[config.mk]
export PLATFORM = sky130hd
export DESIGN_NAME = reservation_report_responder
export DESIGN_NICKNAME = d
export VERILOG_FILES = /design/src/pr_report_pkg.sv /design/src/beat_buffer.sv /design/src/reservation_report_responder.sv
export VERILOG_INCLUDE_DIRS = /design/src
export SDC_FILE = /design/constraint.sdc
export NUM_CORES = 1
export LEC_CHECK = 0
export BUFFER_PORTS_ARGS = -buffer_cell sky130_fd_sc_hd__buf_2
export CORE_AREA = 2 2 202 204
export CTS_CLUSTER_SIZE = 24
export DETAILED_ROUTE_END_ITERATION = 8
export DIE_AREA = 0 0 204 206
export GPL_TIMING_DRIVEN = 1
export PLACE_DENSITY = 0.6
export RECOVER_POWER = 25
export SETUP_SLACK_MARGIN = 0.2
export SLEW_MARGIN = 20
export SYNTH_ARGS = -nofsm -noshare
export SYNTH_HDL_FRONTEND = slang
export SYNTH_SLANG_ARGS = --single-unit
[constraint.sdc]
create_clock -name clk_sys_in -period 7.1 [get_ports clk_sys_in]
set_input_delay 2.13 -clock clk_sys_in [delete_from_list [all_inputs] [get_ports clk_sys_in]]
set_output_delay 2.13 -clock clk_sys_in [all_outputs]
set_load 0.005 [all_outputs]
[src/pr_report_cfg.svh]
`ifndef PR_REPORT_CFG_SVH
`define PR_REPORT_CFG_SVH

// Command decode
`define PRI_OPCODE 8'h5e
`define PRI_SA_KEYS 5'h00
`define PRI_SA_RESV 5'h01
`define PRI_SA_CAPS 5'h02
`define PRI_SA_FULL 5'h03

// Reservation-change actions that advance the generation
`define PRO_SA_REGISTER 5'h00
`define PRO_SA_CLEAR 5'h03
`define PRO_SA_PREEMPT 5'h04
`define PRO_SA_PREEMPT_ABORT 5'h05

// Reservation type codes
`define RTYPE_WR_EX 4'h1
`define RTYPE_EX_AC 4'h3
`define RTYPE_WR_EX_RO 4'h5
`define RTYPE_EX_AC_RO 4'h6

// Layout of the returned data
`define HDR_LAST_IDX 16'h0007
`define KEY_DESC_BYTES 16'h0008
`define RESV_DESC_BYTES 16'h0010
`define FULL_DESC_BYTES 16'h0018
`define CAPS_LEN 16'h0008
`define CAPS_FLAGS 16'h0080
`define CAPS_TYPE_MASK 16'h6a00

// Reset values and sense data
`define GEN_RESET 32'h0000_0000
`define SENSE_ILLEGAL 4'h5
`define ASC_INVALID_CDB 8'h24
`define ASCQ_INVALID_CDB 8'h00

`endif

[src/pr_report_pkg.sv]
package pr_report_pkg;

    typedef struct packed {
        logic [7:0] opcode;
        logic [2:0] rsvd1;
        logic [4:0] action;
        logic [39:0] rsvd2;
        logic [15:0] alloc_len;
        logic [7:0] control;
    } cdb_type;

    typedef struct packed {
        logic check;
        logic [3:0] sense_key;
        logic [7:0] asc;
        logic [7:0] ascq;
    } status_type;

    typedef struct packed {
        logic [4:0] action;
        logic ok;
    } pro_event_type;

    typedef struct packed {
        logic present;
        logic [63:0] key;
        logic [31:0] scope_addr;
        logic [3:0] scope;
        logic [3:0] rtype;
    } resv_type;

    typedef enum logic [1:0] {
        ST_IDLE = 2'b00,
        ST_HDR = 2'b01,
        ST_BODY = 2'b10,
        ST_END = 2'b11
    } state_type;

endpackage

[src/beat_buffer.sv]
`timescale 1ns/1ns
module beat_buffer #(
    parameter int WIDTH = 8,
    parameter int DEPTH = 2
) (
    // Clock and reset
    input wire logic clk_sys_in,
    input wire logic arst_n_in,
    // Filling side
    input wire logic in_valid_in,
    output logic in_ready_out,
    input wire logic [WIDTH-1:0] in_data_in,
    // Draining side
    output logic out_valid_out,
    input wire logic out_ready_in,
    output logic [WIDTH-1:0] out_data_out
);
    localparam int AW = (DEPTH > 1) ? $clog2(DEPTH) : 1;
    localparam logic [AW-1:0] LAST = AW'(DEPTH - 1);

    logic [WIDTH-1:0] mem_r [DEPTH];
    logic [WIDTH-1:0] mem_nxt [DEPTH];
    logic [AW-1:0] rd_r, rd_nxt, wr_r, wr_nxt;
    logic [AW:0] count_r, count_nxt;
    logic push, pop;

    assign in_ready_out = count_r != (AW + 1)'(DEPTH);
    assign out_valid_out = count_r != '0;
    assign out_data_out = mem_r[rd_r];
    assign push = in_valid_in && in_ready_out;
    assign pop = out_valid_out && out_ready_in;

    always_comb begin
        mem_nxt = mem_r;
        rd_nxt = rd_r;
        wr_nxt = wr_r;
        if (push) begin
            mem_nxt[wr_r] = in_data_in;
            wr_nxt = (wr_r == LAST) ? '0 : wr_r + AW'(1);
        end
        if (pop) begin
            rd_nxt = (rd_r == LAST) ? '0 : rd_r + AW'(1);
        end
        count_nxt = count_r + (AW + 1)'(push) - (AW + 1)'(pop);
    end

    always_ff @(posedge clk_sys_in or negedge arst_n_in) begin
        if (!arst_n_in) begin
            for (int i = 0; i < DEPTH; i++) begin
                mem_r[i] <= '0;
            end
            rd_r <= '0;
            wr_r <= '0;
            count_r <= '0;
        end else begin
            mem_r <= mem_nxt;
            rd_r <= rd_nxt;
            wr_r <= wr_nxt;
            count_r <= count_nxt;
        end
    end
endmodule

[src/reservation_report_responder.sv]
// Notes on behaviour
// - Opcode 5Eh is the report command; service action is byte 1 low bits.
// - Allocation length sits in bytes 7-8, MSB first; transfer never exceeds it.
// - Actions 00h keys, 01h reservations, 02h capabilities, 03h full status.
// - Actions 04h-1Fh end with check condition, illegal request, invalid field.
// - A 32-bit generation counts register, clear, preempt, preempt-and-abort requests.
// - Reports, reserve, release and failed changes leave the generation unchanged.
// - Power-on and hard reset clear the generation whatever the persistence setting.
// - Key-list additional length is the full list size, never truncated.
// - Short allocation sends bytes from 0 up to it, drops the rest, no error.
// - Key list holds one 8-byte key per registered initiator, all ports.
// - Reservation data carries the same generation; its length ignores truncation.
// - Exactly one descriptor when a reservation exists, otherwise none.
// - Each descriptor reports the scope set when the reservation was made.
// - Change actions advancing generation: 00h, 03h, 04h and 05h.
// - Reported types: 1h, 3h, 5h and 6h.
`timescale 1ns/1ns
`include "pr_report_cfg.svh"
module reservation_report_responder #(
    parameter int SLOTS = 4,
    parameter int SLOT_W = (SLOTS > 1) ? $clog2(SLOTS) : 1
) (
    // Clock and resets
    input wire logic clk_sys_in,
    input wire logic arst_n_in,
    input wire logic hard_reset_in,
    // Command descriptor block
    input wire logic cdb_valid_in,
    output logic cdb_ready_out,
    input wire pr_report_pkg::cdb_type cdb_in,
    // Completed reservation-change commands
    input wire logic pro_done_in,
    input wire pr_report_pkg::pro_event_type pro_in,
    // Registration table and current reservation
    input wire logic [SLOTS-1:0] reg_valid_in,
    input wire logic [SLOTS-1:0][63:0] reg_keys_in,
    input wire pr_report_pkg::resv_type resv_in,
    // Parameter data stream
    output logic data_valid_out,
    input wire logic data_ready_in,
    output logic [7:0] data_out,
    // Completion
    output logic status_valid_out,
    output pr_report_pkg::status_type status_out,
    output logic busy_out,
    output logic [31:0] generation_out
);
    import pr_report_pkg::*;

    localparam int CW = $clog2(SLOTS + 1);

    state_type state_r, state_nxt;
    logic [4:0] sa_r, sa_nxt;
    logic [15:0] idx_r, idx_nxt;
    logic [SLOT_W-1:0] slot_r, slot_nxt;
    logic [15:0] sent_r, sent_nxt;
    logic [15:0] limit_r, limit_nxt;
    logic [31:0] gen_r, gen_nxt;
    logic [31:0] gen_snap_r, gen_snap_nxt;
    logic [31:0] addl_r, addl_nxt;
    logic check_r, check_nxt;
    status_type status_r, status_nxt;
    logic status_vld_r, status_vld_nxt;

    logic cdb_take, gen_bump, push, buf_ready, buf_valid;
    logic entry_here, last_slot;
    logic [7:0] push_byte;
    logic [15:0] entry_len, sent_inc;
    logic [63:0] cur_key;
    logic [CW-1:0] reg_count;
    logic [SLOTS-1:0] holder_vec;

    // Byte i of a 64-bit word, counted from the most significant end
    function automatic logic [7:0] pick8(input logic [63:0] v, input logic [2:0] i);
        logic [63:0] s;
        s = v << {i, 3'b000};
        pick8 = s[63:56];
    endfunction

    assign cdb_ready_out = state_r == ST_IDLE;
    assign cdb_take = cdb_valid_in && cdb_ready_out;
    assign busy_out = state_r != ST_IDLE;
    assign status_valid_out = status_vld_r;
    assign status_out = status_r;
    assign generation_out = gen_r;
    assign sent_inc = sent_r + 16'h0001;

    // Failed or conflicting changes are filtered out by the ok flag
    assign gen_bump = pro_done_in && pro_in.ok &&
        (pro_in.action == `PRO_SA_REGISTER || pro_in.action == `PRO_SA_CLEAR ||
        pro_in.action == `PRO_SA_PREEMPT || pro_in.action == `PRO_SA_PREEMPT_ABORT);

    always_comb begin
        if (hard_reset_in) begin
            gen_nxt = `GEN_RESET;
        end else if (gen_bump) begin
            gen_nxt = gen_r + 32'h0000_0001;
        end else begin
            gen_nxt = gen_r;
        end
    end

    always_comb begin
        reg_count = '0;
        for (int i = 0; i < SLOTS; i++) begin
            reg_count = reg_count + CW'(reg_valid_in[i]);
        end
    end

    // A registrant holds the reservation when its key matches the holder's key
    for (genvar g = 0; g < SLOTS; g++) begin : g_holder
        assign holder_vec[g] = resv_in.present && reg_valid_in[g] &&
            reg_keys_in[g] == resv_in.key;
    end

    always_comb begin
        if (sa_r == `PRI_SA_KEYS) begin
            entry_len = `KEY_DESC_BYTES;
        end else if (sa_r == `PRI_SA_RESV) begin
            entry_len = `RESV_DESC_BYTES;
        end else begin
            entry_len = `FULL_DESC_BYTES;
        end
    end

    // Slots are walked in index order, skipping empty ones
    assign entry_here = (sa_r == `PRI_SA_RESV) ?
        (resv_in.present && slot_r == '0) : reg_valid_in[slot_r];
    assign last_slot = (sa_r == `PRI_SA_RESV) || slot_r == SLOT_W'(SLOTS - 1);
    assign cur_key = (sa_r == `PRI_SA_RESV) ? resv_in.key : reg_keys_in[slot_r];
    assign push = buf_ready &&
        (state_r == ST_HDR || (state_r == ST_BODY && entry_here));

    always_comb begin
        push_byte = 8'h00;
        if (state_r == ST_HDR) begin
            if (sa_r == `PRI_SA_CAPS) begin
                push_byte = pick8({`CAPS_LEN, `CAPS_FLAGS, `CAPS_TYPE_MASK, 16'h0000},
                    idx_r[2:0]);
            end else begin
                push_byte = pick8({gen_snap_r, addl_r}, idx_r[2:0]);
            end
        end else if (idx_r < 16'h0008) begin
            push_byte = pick8(cur_key, idx_r[2:0]);
        end else if (sa_r == `PRI_SA_RESV) begin
            if (idx_r < 16'h000c) begin
                push_byte = pick8({resv_in.scope_addr, 32'h0000_0000},
                    {1'b0, idx_r[1:0]});
            end else if (idx_r == 16'h000d) begin
                push_byte = {resv_in.scope, resv_in.rtype};
            end
        end else if (idx_r == 16'h000c) begin
            push_byte = {7'h00, holder_vec[slot_r]};
        end else if (idx_r == 16'h000d && holder_vec[slot_r]) begin
            push_byte = {resv_in.scope, resv_in.rtype};
        end
    end

    always_comb begin
        state_nxt = state_r;
        sa_nxt = sa_r;
        idx_nxt = idx_r;
        slot_nxt = slot_r;
        sent_nxt = sent_r;
        limit_nxt = limit_r;
        gen_snap_nxt = gen_snap_r;
        addl_nxt = addl_r;
        check_nxt = check_r;
        status_nxt = status_r;
        status_vld_nxt = 1'b0;
        case (state_r)
            ST_IDLE: begin
                if (cdb_take && cdb_in.opcode == `PRI_OPCODE) begin
                    sa_nxt = cdb_in.action;
                    idx_nxt = '0;
                    slot_nxt = '0;
                    sent_nxt = '0;
                    limit_nxt = cdb_in.alloc_len;
                    gen_snap_nxt = gen_r;
                    if (cdb_in.action == `PRI_SA_KEYS) begin
                        addl_nxt = 32'({reg_count, 3'b000});
                    end else if (cdb_in.action == `PRI_SA_RESV) begin
                        addl_nxt = resv_in.present ? 32'(`RESV_DESC_BYTES) : '0;
                    end else begin
                        addl_nxt = 32'(reg_count) * 32'(`FULL_DESC_BYTES);
                    end
                    if (cdb_in.action > `PRI_SA_FULL) begin
                        check_nxt = 1'b1;
                        state_nxt = ST_END;
                    end else begin
                        check_nxt = 1'b0;
                        state_nxt = (cdb_in.alloc_len == '0) ? ST_END : ST_HDR;
                    end
                end
            end
            ST_HDR: begin
                if (push) begin
                    sent_nxt = sent_inc;
                    idx_nxt = idx_r + 16'h0001;
                    if (sent_inc == limit_r) begin
                        state_nxt = ST_END;
                    end else if (idx_r == `HDR_LAST_IDX) begin
                        idx_nxt = '0;
                        state_nxt = (sa_r == `PRI_SA_CAPS) ? ST_END : ST_BODY;
                    end
                end
            end
            ST_BODY: begin
                if (!entry_here) begin
                    if (last_slot) begin
                        state_nxt = ST_END;
                    end else begin
                        slot_nxt = slot_r + SLOT_W'(1);
                    end
                end else if (push) begin
                    sent_nxt = sent_inc;
                    idx_nxt = idx_r + 16'h0001;
                    if (sent_inc == limit_r) begin
                        state_nxt = ST_END;
                    end else if (idx_r == entry_len - 16'h0001) begin
                        idx_nxt = '0;
                        if (last_slot) begin
                            state_nxt = ST_END;
                        end else begin
                            slot_nxt = slot_r + SLOT_W'(1);
                        end
                    end
                end
            end
            ST_END: begin
                // Status waits until the last byte has left the buffer
                if (!buf_valid) begin
                    status_vld_nxt = 1'b1;
                    if (check_r) begin
                        status_nxt = {1'b1, `SENSE_ILLEGAL, `ASC_INVALID_CDB,
                            `ASCQ_INVALID_CDB};
                    end else begin
                        status_nxt = '0;
                    end
                    state_nxt = ST_IDLE;
                end
            end
            default: begin
                state_nxt = ST_IDLE;
            end
        endcase
    end

    always_ff @(posedge clk_sys_in or negedge arst_n_in) begin
        if (!arst_n_in) begin
            state_r <= ST_IDLE;
            sa_r <= '0;
            idx_r <= '0;
            slot_r <= '0;
            sent_r <= '0;
            limit_r <= '0;
            gen_r <= `GEN_RESET;
            gen_snap_r <= `GEN_RESET;
            addl_r <= '0;
            check_r <= 1'b0;
            status_r <= '0;
            status_vld_r <= 1'b0;
        end else begin
            state_r <= state_nxt;
            sa_r <= sa_nxt;
            idx_r <= idx_nxt;
            slot_r <= slot_nxt;
            sent_r <= sent_nxt;
            limit_r <= limit_nxt;
            gen_r <= gen_nxt;
            gen_snap_r <= gen_snap_nxt;
            addl_r <= addl_nxt;
            check_r <= check_nxt;
            status_r <= status_nxt;
            status_vld_r <= status_vld_nxt;
        end
    end

    // Two entries absorb a receiver stall without losing a byte
    beat_buffer #(
        .WIDTH(8),
        .DEPTH(2)
    ) u_buffer (
        .clk_sys_in(clk_sys_in),
        .arst_n_in(arst_n_in),
        .in_valid_in(push),
        .in_ready_out(buf_ready),
        .in_data_in(push_byte),
        .out_valid_out(buf_valid),
        .out_ready_in(data_ready_in),
        .out_data_out(data_out)
    );
    assign data_valid_out = buf_valid;
endmodule

=== Word level (Yosys, flattened, before mapping) ===
Index checks and enable logic that the tools add are counted.

* Bits of input ports: 457
* Output and inout bits: 65
* Word-level logic and storage cells: 187
* Register bits: 196

* Shift-type cells: 4
* Multiply operators: 1
* Bitwise logic cells: 3
* Add/subtract/negate cells: 12
* Reductions and logical operators: 41
* Equal/unequal tests: 31
* Muxes and demuxes: 68
* Magnitude comparators: 7

{| class="wikitable"
|+ Operator list
! kind !! number
|-
| $eq A64 B64 Y1 || 4
|-
| $mux W16 || 10
|-
| $bmux W64 S2 || 1
|-
| $mux W64 || 2
|-
| $shl A64 B6 Y64 || 2
|-
| $mux W8 || 14
|-
| $pmux W16 S3 || 2
|-
| $mux W32 || 2
|-
| $shl A52 B6 Y64 const A || 1
|-
| $shl A64 B5 Y64 || 1
|-
| $mux W2 || 18
|-
| $add A16 B1 Y16 const B || 2
|-
| $add A32 B1 Y32 const B || 1
|-
| $eq A16 B16 Y1 || 2
|-
| $eq A16 B4 Y1 const B || 2
|-
| $lt A16 B4 Y1 const B || 2
|-
| $mux W21 || 1
|-
| $logic_and A1 B1 Y1 || 19
|-
| $bwmux W16 || 1
|-
| $eq A16 B3 Y1 const B || 1
|-
| $logic_not A16 Y1 || 1
|-
| $sub A16 B1 Y16 const B || 1
|-
| $logic_not A5 Y1 || 3
|-
| $eq A5 B1 Y1 const B || 2
|-
| other kinds (40) || 72
|}

=== Logic depth before layout (Yosys ltp) ===
* Word-level depth: 11
* Depth in mapped cells: 16
* Mapped depth without buffers: 11

=== Modules after synthesis ===
From an unflattened synthesis, not the netlist that was laid out.

* Cells, all modules: 1,502
* Area total of the unflattened synthesis: 14,958.1 um^2

{| class="wikitable"
|+ By module, submodules not included
! module !! cells an instance !! seq. area each (um^2) !! area an instance (um^2) !! times used
|-
| reservation_report_responder || 1,441 || 3,228.1 || 13,978.4 || 1
|-
| beat_buffer || 61 || 500.5 || 979.7 || 1
|}

=== Worst setup path after synthesis ===
No wires, ideal clock.

* Path type: input-to-reg
* Start point: input port reg_keys_in[66] (netlist bit)
* End point: register u_buffer.mem_r[10] (netlist bit)
* Data arrival time: 4.020 ns
* Slack: 2.955 ns
* Library setup time: 0.125 ns
* Required time: 6.975 ns
* Buffers on the path: 0
* Cell stages on the path: 7
* Cell sequence: mux4_1 > mux4_2 > mux4_2 > nor2_1 > o31a_1 > o21ai_1 > mux2_2

* Cells in the longest elaborated chain, start to end: 11
* Elaborated cells on any way between the ends: 15
* Those cells by class: eq/ne: 1; shift: 1; mux: 11; reduce/logical: 2

{| class="wikitable"
|+ Ends and longest elaborated chain
! element !! line !! RTL
|-
| from (decl) || reservation_report_responder.sv:36 || <nowiki>input wire logic [SLOTS-1:0][63:0] reg_keys_in,</nowiki>
|-
| $eq A64 B64 Y1 || reservation_report_responder.sv:113 || <nowiki>reg_keys_in[g] == resv_in.key;</nowiki>
|-
| $logic_and A1 B1 Y1 || reservation_report_responder.sv:112 || <nowiki>assign holder_vec[g] = resv_in.present && reg_valid_in[g] &&</nowiki>
|-
| $bmux W1 S2 || reservation_report_responder.sv:154 || <nowiki>end else if (idx_r == 16'h000d && holder_vec[slot_r]) begin</nowiki>
|-
| $mux W1 (implied by the code) || reservation_report_responder.sv:154 ||
|-
| $logic_and A1 B1 Y1 || reservation_report_responder.sv:154 ||
|-
| $mux W8 || reservation_report_responder.sv:154 ||
|-
| $mux W8 || reservation_report_responder.sv:152 || <nowiki>end else if (idx_r == 16'h000c) begin</nowiki>
|-
| $mux W8 || reservation_report_responder.sv:145 || <nowiki>end else if (sa_r == `PRI_SA_RESV) begin</nowiki>
|-
| $mux W8 (*) || reservation_report_responder.sv:143 || <nowiki>end else if (idx_r < 16'h0008) begin</nowiki>
|-
| $mux W8 (*) || reservation_report_responder.sv:136 || <nowiki>if (state_r == ST_HDR) begin</nowiki>
|-
| $bwmux W16 (*) || beat_buffer.sv:38 || <nowiki>mem_nxt[wr_r] = in_data_in;</nowiki>
|-
| to (signal assigned) || beat_buffer.sv:56 || <nowiki>mem_r <= mem_nxt;</nowiki>
|-
| to (decl) || beat_buffer.sv:21 || <nowiki>logic [WIDTH-1:0] mem_r [DEPTH];</nowiki>
|}

Every way passes the cells marked *; elsewhere a longest branch is shown, timed or not. The select of a mux whose other input is x is not followed.
A chain may end at the register's enable or synchronous reset.

=== Final worst setup path ===
* Start point: input port resv_in[92] (netlist bit)
* End point: register u_buffer.mem_r[12] (netlist bit)

* Cells in the longest elaborated chain, start to end: 11
* Elaborated cells on any way between the ends: 19
* Those cells by class: eq/ne: 4; shift: 1; mux: 9; reduce/logical: 5

{| class="wikitable"
|+ Ends and longest elaborated chain
! element !! line !! RTL
|-
| from (decl) || reservation_report_responder.sv:37 || <nowiki>input wire pr_report_pkg::resv_type resv_in,</nowiki>
|-
| $eq A64 B64 Y1 || reservation_report_responder.sv:113 ||
|-
| $logic_and A1 B1 Y1 || reservation_report_responder.sv:112 ||
|-
| $bmux W1 S2 || reservation_report_responder.sv:154 ||
|-
| $mux W1 (implied by the code) || reservation_report_responder.sv:154 ||
|-
| $logic_and A1 B1 Y1 || reservation_report_responder.sv:154 ||
|-
| $mux W8 || reservation_report_responder.sv:154 ||
|-
| $mux W8 || reservation_report_responder.sv:152 ||
|-
| $mux W8 || reservation_report_responder.sv:145 ||
|-
| $mux W8 (*) || reservation_report_responder.sv:143 ||
|-
| $mux W8 (*) || reservation_report_responder.sv:136 ||
|-
| $bwmux W16 (*) || beat_buffer.sv:38 ||
|}

Marks and branches as above.

==> metrics.md <==
| Metric | Value |
|---|---|
| Status | complete, no violations |
| Initial Utilization | 36.4% |
| Worst Setup SP | resv_in[92] |
| Clock Tree Buf Depth | 2 |
| Hold_buf cts | 0 |
| Fraction of synthesized area in multiplexers | 19.2% |
| WL/cell | 29.4 um |
| Number of synthesized flops with an enable pin | 0 |
| WP buf/inv | 1 |
| Worst hold slack | 473 ps |
| Distinct cell type count after synthesis | 76 |
| Slew margin rel. | 25.2% |
| Crit start category | input pin |
| CP required | 7430 ps |
| Clk_lat worst skew | 430 ps |
| Reg2reg start | slot_r[0] |
| Worst-path clk slew | 60 ps |
| First-pass DRT Iterations | 5 |
| Post-route insts no fill | 2,535 |
| Syn Inst Count | 1,626 |
| Final setup TNS | 0 ps |
| Wirelength, routed | 74,600 um |
| Syn Area/Cell | 8.99 um2 |
| Post-DP Area | 0.0170 mm2 |
| DP Cell Count | 2,495 |
| Critical path class | in -> reg |
| Routed wl met3 | 7780 um |
| Final setup fails | 0 |
| Met2 routed WL | 32,700 um |
| Yosys reg bits | 149 |
| Asr flop ratio synth | 100% |
| CTS tree | yes |
| GRT Overall Usage | 35.1% |
| Tmin final | 4700 ps |
| Core region area | 0.0402 mm2 |
| Synth Area in Compound Gates | 10.6% |
| Worst-margin pin slew | 1120 ps |
| Die height | 206 um |
| Maximum vdd ir drop | 0.128 mV |
| Clock skew | 11.5 ps |
| CP dominant cell by count | nand4_1 |
| Period Utilization, post-route | 66.3% |
| Pwr/cell area | 248 mW/mm2 |
| Grt ovf | 0 |
| GPL Wtd Cong | 1.01 |
| # clock sinks | 149 |
| Main combinational cell family by area after synthesis | simple AND/OR/NAND/NOR gates |
| Num CTS Buffers | 17 |
| Die W | 204 um |
| Layout cell share with drive strength beyond 1 | 31.7% |
| Buffers on Ports | 454 |
| I/O pin total | 522 |
| Largest net degree at the start of global routing | 92 |
| Crit-path max FO | 5 |
| Hold Violations, Final | 0 |
| First-pass GRT wire length | 105,000 um |
| Post-Synth Simple-Gate Area | 20.9% |
| Synth warn | 0 |
| Setup bufs post-CTS | 0 |
| Vias | 15,300 |
| Upper clock frequency limit | 213 MHz |
| Xor/xnor share of the synthesized area | 15.6% |
| Area of the die | 0.0420 mm2 |
| Post-cts gate resize count | 0 |
| CP Cell Sequence | buf_2, xnor2_1, nand4_1, nor4_1, nand4_1, o22ai_1, mux2_2, a31oi_1, o31ai_1 |
| Row count | 74 |
| Vias per cell | 6.02 |
| Leak | 7.66 nW |
| Syn-to-layout area delta | 20.9% |
| Htree depth | 4 |
| Min-delay src | gen_snap_r[12] |
| Area occupied by multi-input gates | 0.0100 mm2 |
| Max Transition Viols Final | 0 |
| Critical path's slowest cell | nor4_1 |
| Final Cell Area | 0.0177 mm2 |
| Initial antenna violation count | 17 |
| Unrepaired setup endpoints after global routing | no |
| Drt drc | 0 |
| CTS root buf | clkbuf_16 |
| Hold WC Path Type | reg -> reg |
| Critical path arrival | 5030 ps |
| Setup WS pre-CTS | 2090 ps |
| Top Metal Used | met5 |
| Seq/Total Area, Yosys | 25.5% |
| Vias in the first global route | 14,700 |
| Post-synthesis adder-cell area fraction | 1.78% |
| Final net count | 2,458 |
| Mapped Area | 0.0146 mm2 |
| Max cap viols | 0 |
| Metal-1 WL | 31,900 um |
| Register Area | 0.00374 mm2 |
| CP Capture Type | flop |
| CP delay by family, top | simple AND/OR/NAND/NOR gates |
| PnR worst setup slack | 2400 ps |
| Slowest stage delay, CP | 610 ps |
| Post-DRT Antenna Nets | 0 |
| Post-synth top flop | dfrtp_1 |
| HPWL Detailed | 62,000 um |
| DR iter-0 viols | 1,735 |
| Filler cells | 4,096 |
==> tightest hold or removal path, delay by kind of cell, from the launching register on <==
kind / cells / cell delay [ps]
and+or+nand+nor: 2 / 110
DFF: 1 / 340
==> flip-flops by register name, indices dropped and copies added, names as in the netlist, 2 cells and up <==
signal / flops
idx_r: 16
limit_r: 16
addl_r: 5
u_buffer.mem_r: 16
u_buffer.count_r: 2
slot_r: 2
sent_r: 16
gen_snap_r: 32
state_r: 2
generation_out: 32
sa_r: 5
==> synth_stat cells (6+ instances only) <==
library cell / n / share of area (%)
buf_1: 6 / 0.15
a2111o_1: 6 / 0.46
and4_1: 6 / 0.36
xnor2_1: 212 / 13
a31oi_1: 15 / 0.64
mux2i_1: 11 / 0.75
and3_1: 30 / 1.3
nand2b_1: 29 / 1.2
nor3_1: 28 / 0.96
xor2_1: 49 / 2.9
nand3_1: 40 / 1.4
o22ai_1: 23 / 0.98
o2111ai_1: 9 / 0.54
mux4_2: 109 / 17
clkbuf_1: 96 / 2.5
nor2_1: 75 / 1.9
nor4_1: 35 / 1.5
o211ai_1: 6 / 0.31
a21oi_1: 36 / 1.2
mux2_2: 15 / 1.2
nand2_1: 251 / 6.4
nand4_1: 65 / 2.8
o21ai_0: 37 / 1.3
o21ai_1: 20 / 0.68
and2_1: 8 / 0.34
o31ai_1: 14 / 0.72
dfrtp_1: 149 / 26
buf_2: 15 / 0.51
ha_1: 16 / 1.4
inv_1: 58 / 1.5
buf_4: 22 / 1.1
nor2b_1: 31 / 1.3
==> per-stage QoR <==
stage                     total power [mW]  util [%]
after global placement                3.38      42.4
after CTS                             4.37      43.9
final                                 4.39      44.0
after detailed placement              3.40      42.4
after floorplan                       2.62         -
after global routing                  4.59      44.0
==> cell type report <==
class                      instances  area share (%)
tap                              532            3.76
antenna                            9           0.127
clock inverter                     9           0.856
inverter                          64            1.36
timing repair buffer             465            13.4
sequential                       149            21.1
clock buffer                      22            2.63
multi-input combinational       1285            56.8
==> metal layers <==
metal | GRT usage, % | vias up
li1 | - | 6552
met1 | 49.5 | 7610
met2 | 53.6 | 981
met3 | 7.95 | 117
met4 | 10.4 | 2
met5 | 0 | -
==> final timing paths <==
path	to	slack, ps	cells after the start
max	u_buffer.mem_r[12]	2400	9
min	gen_snap_r[12]	470	2
max reg2reg	u_buffer.mem_r[12]	2940	9
min reg2reg	gen_snap_r[12]	470	2
max in group asynchronous	generation_out[22]	4000	2
min in group asynchronous	sent_r[9]	1790	1
==> cells by family (layout without fill, tap and decap cells) <==
kind of cell,after synthesis,count (layout)
fa+ha+maj,19,19
flops,149,149
mux,138,138
compound gates,230,230
other cells,1,25
buf+inv,207,560
xor+xnor,261,261
simple gates,621,621
==> power breakdown <==
| part | internal, mW | switching [mW] | leakage, nW |
|---|---|---|---|
| registers | 0.940 | 0.149 | 2.02 |
| logic | 1.00 | 1.34 | 5.34 |
| clock network | 0.604 | 0.360 | 0.300 |
==> placed cells by master, fill, tap and decap left out, types with 17 or more instances in the layout <==
cell	n
a21oi_1	36
and3_1	30
buf_2	453
clkbuf_16	17
dfrtp_1	145
inv_1	58
mux4_2	109
nand2_1	251
nand2b_1	29
nand3_1	40
nand4_1	65
nor2_1	75
nor2b_1	31
nor3_1	28
nor4_1	34
o21ai_0	37
o21ai_1	20
o22ai_1	23
xnor2_1	212
xor2_1	49
Note: power is estimated with default switching activity, not from simulation.
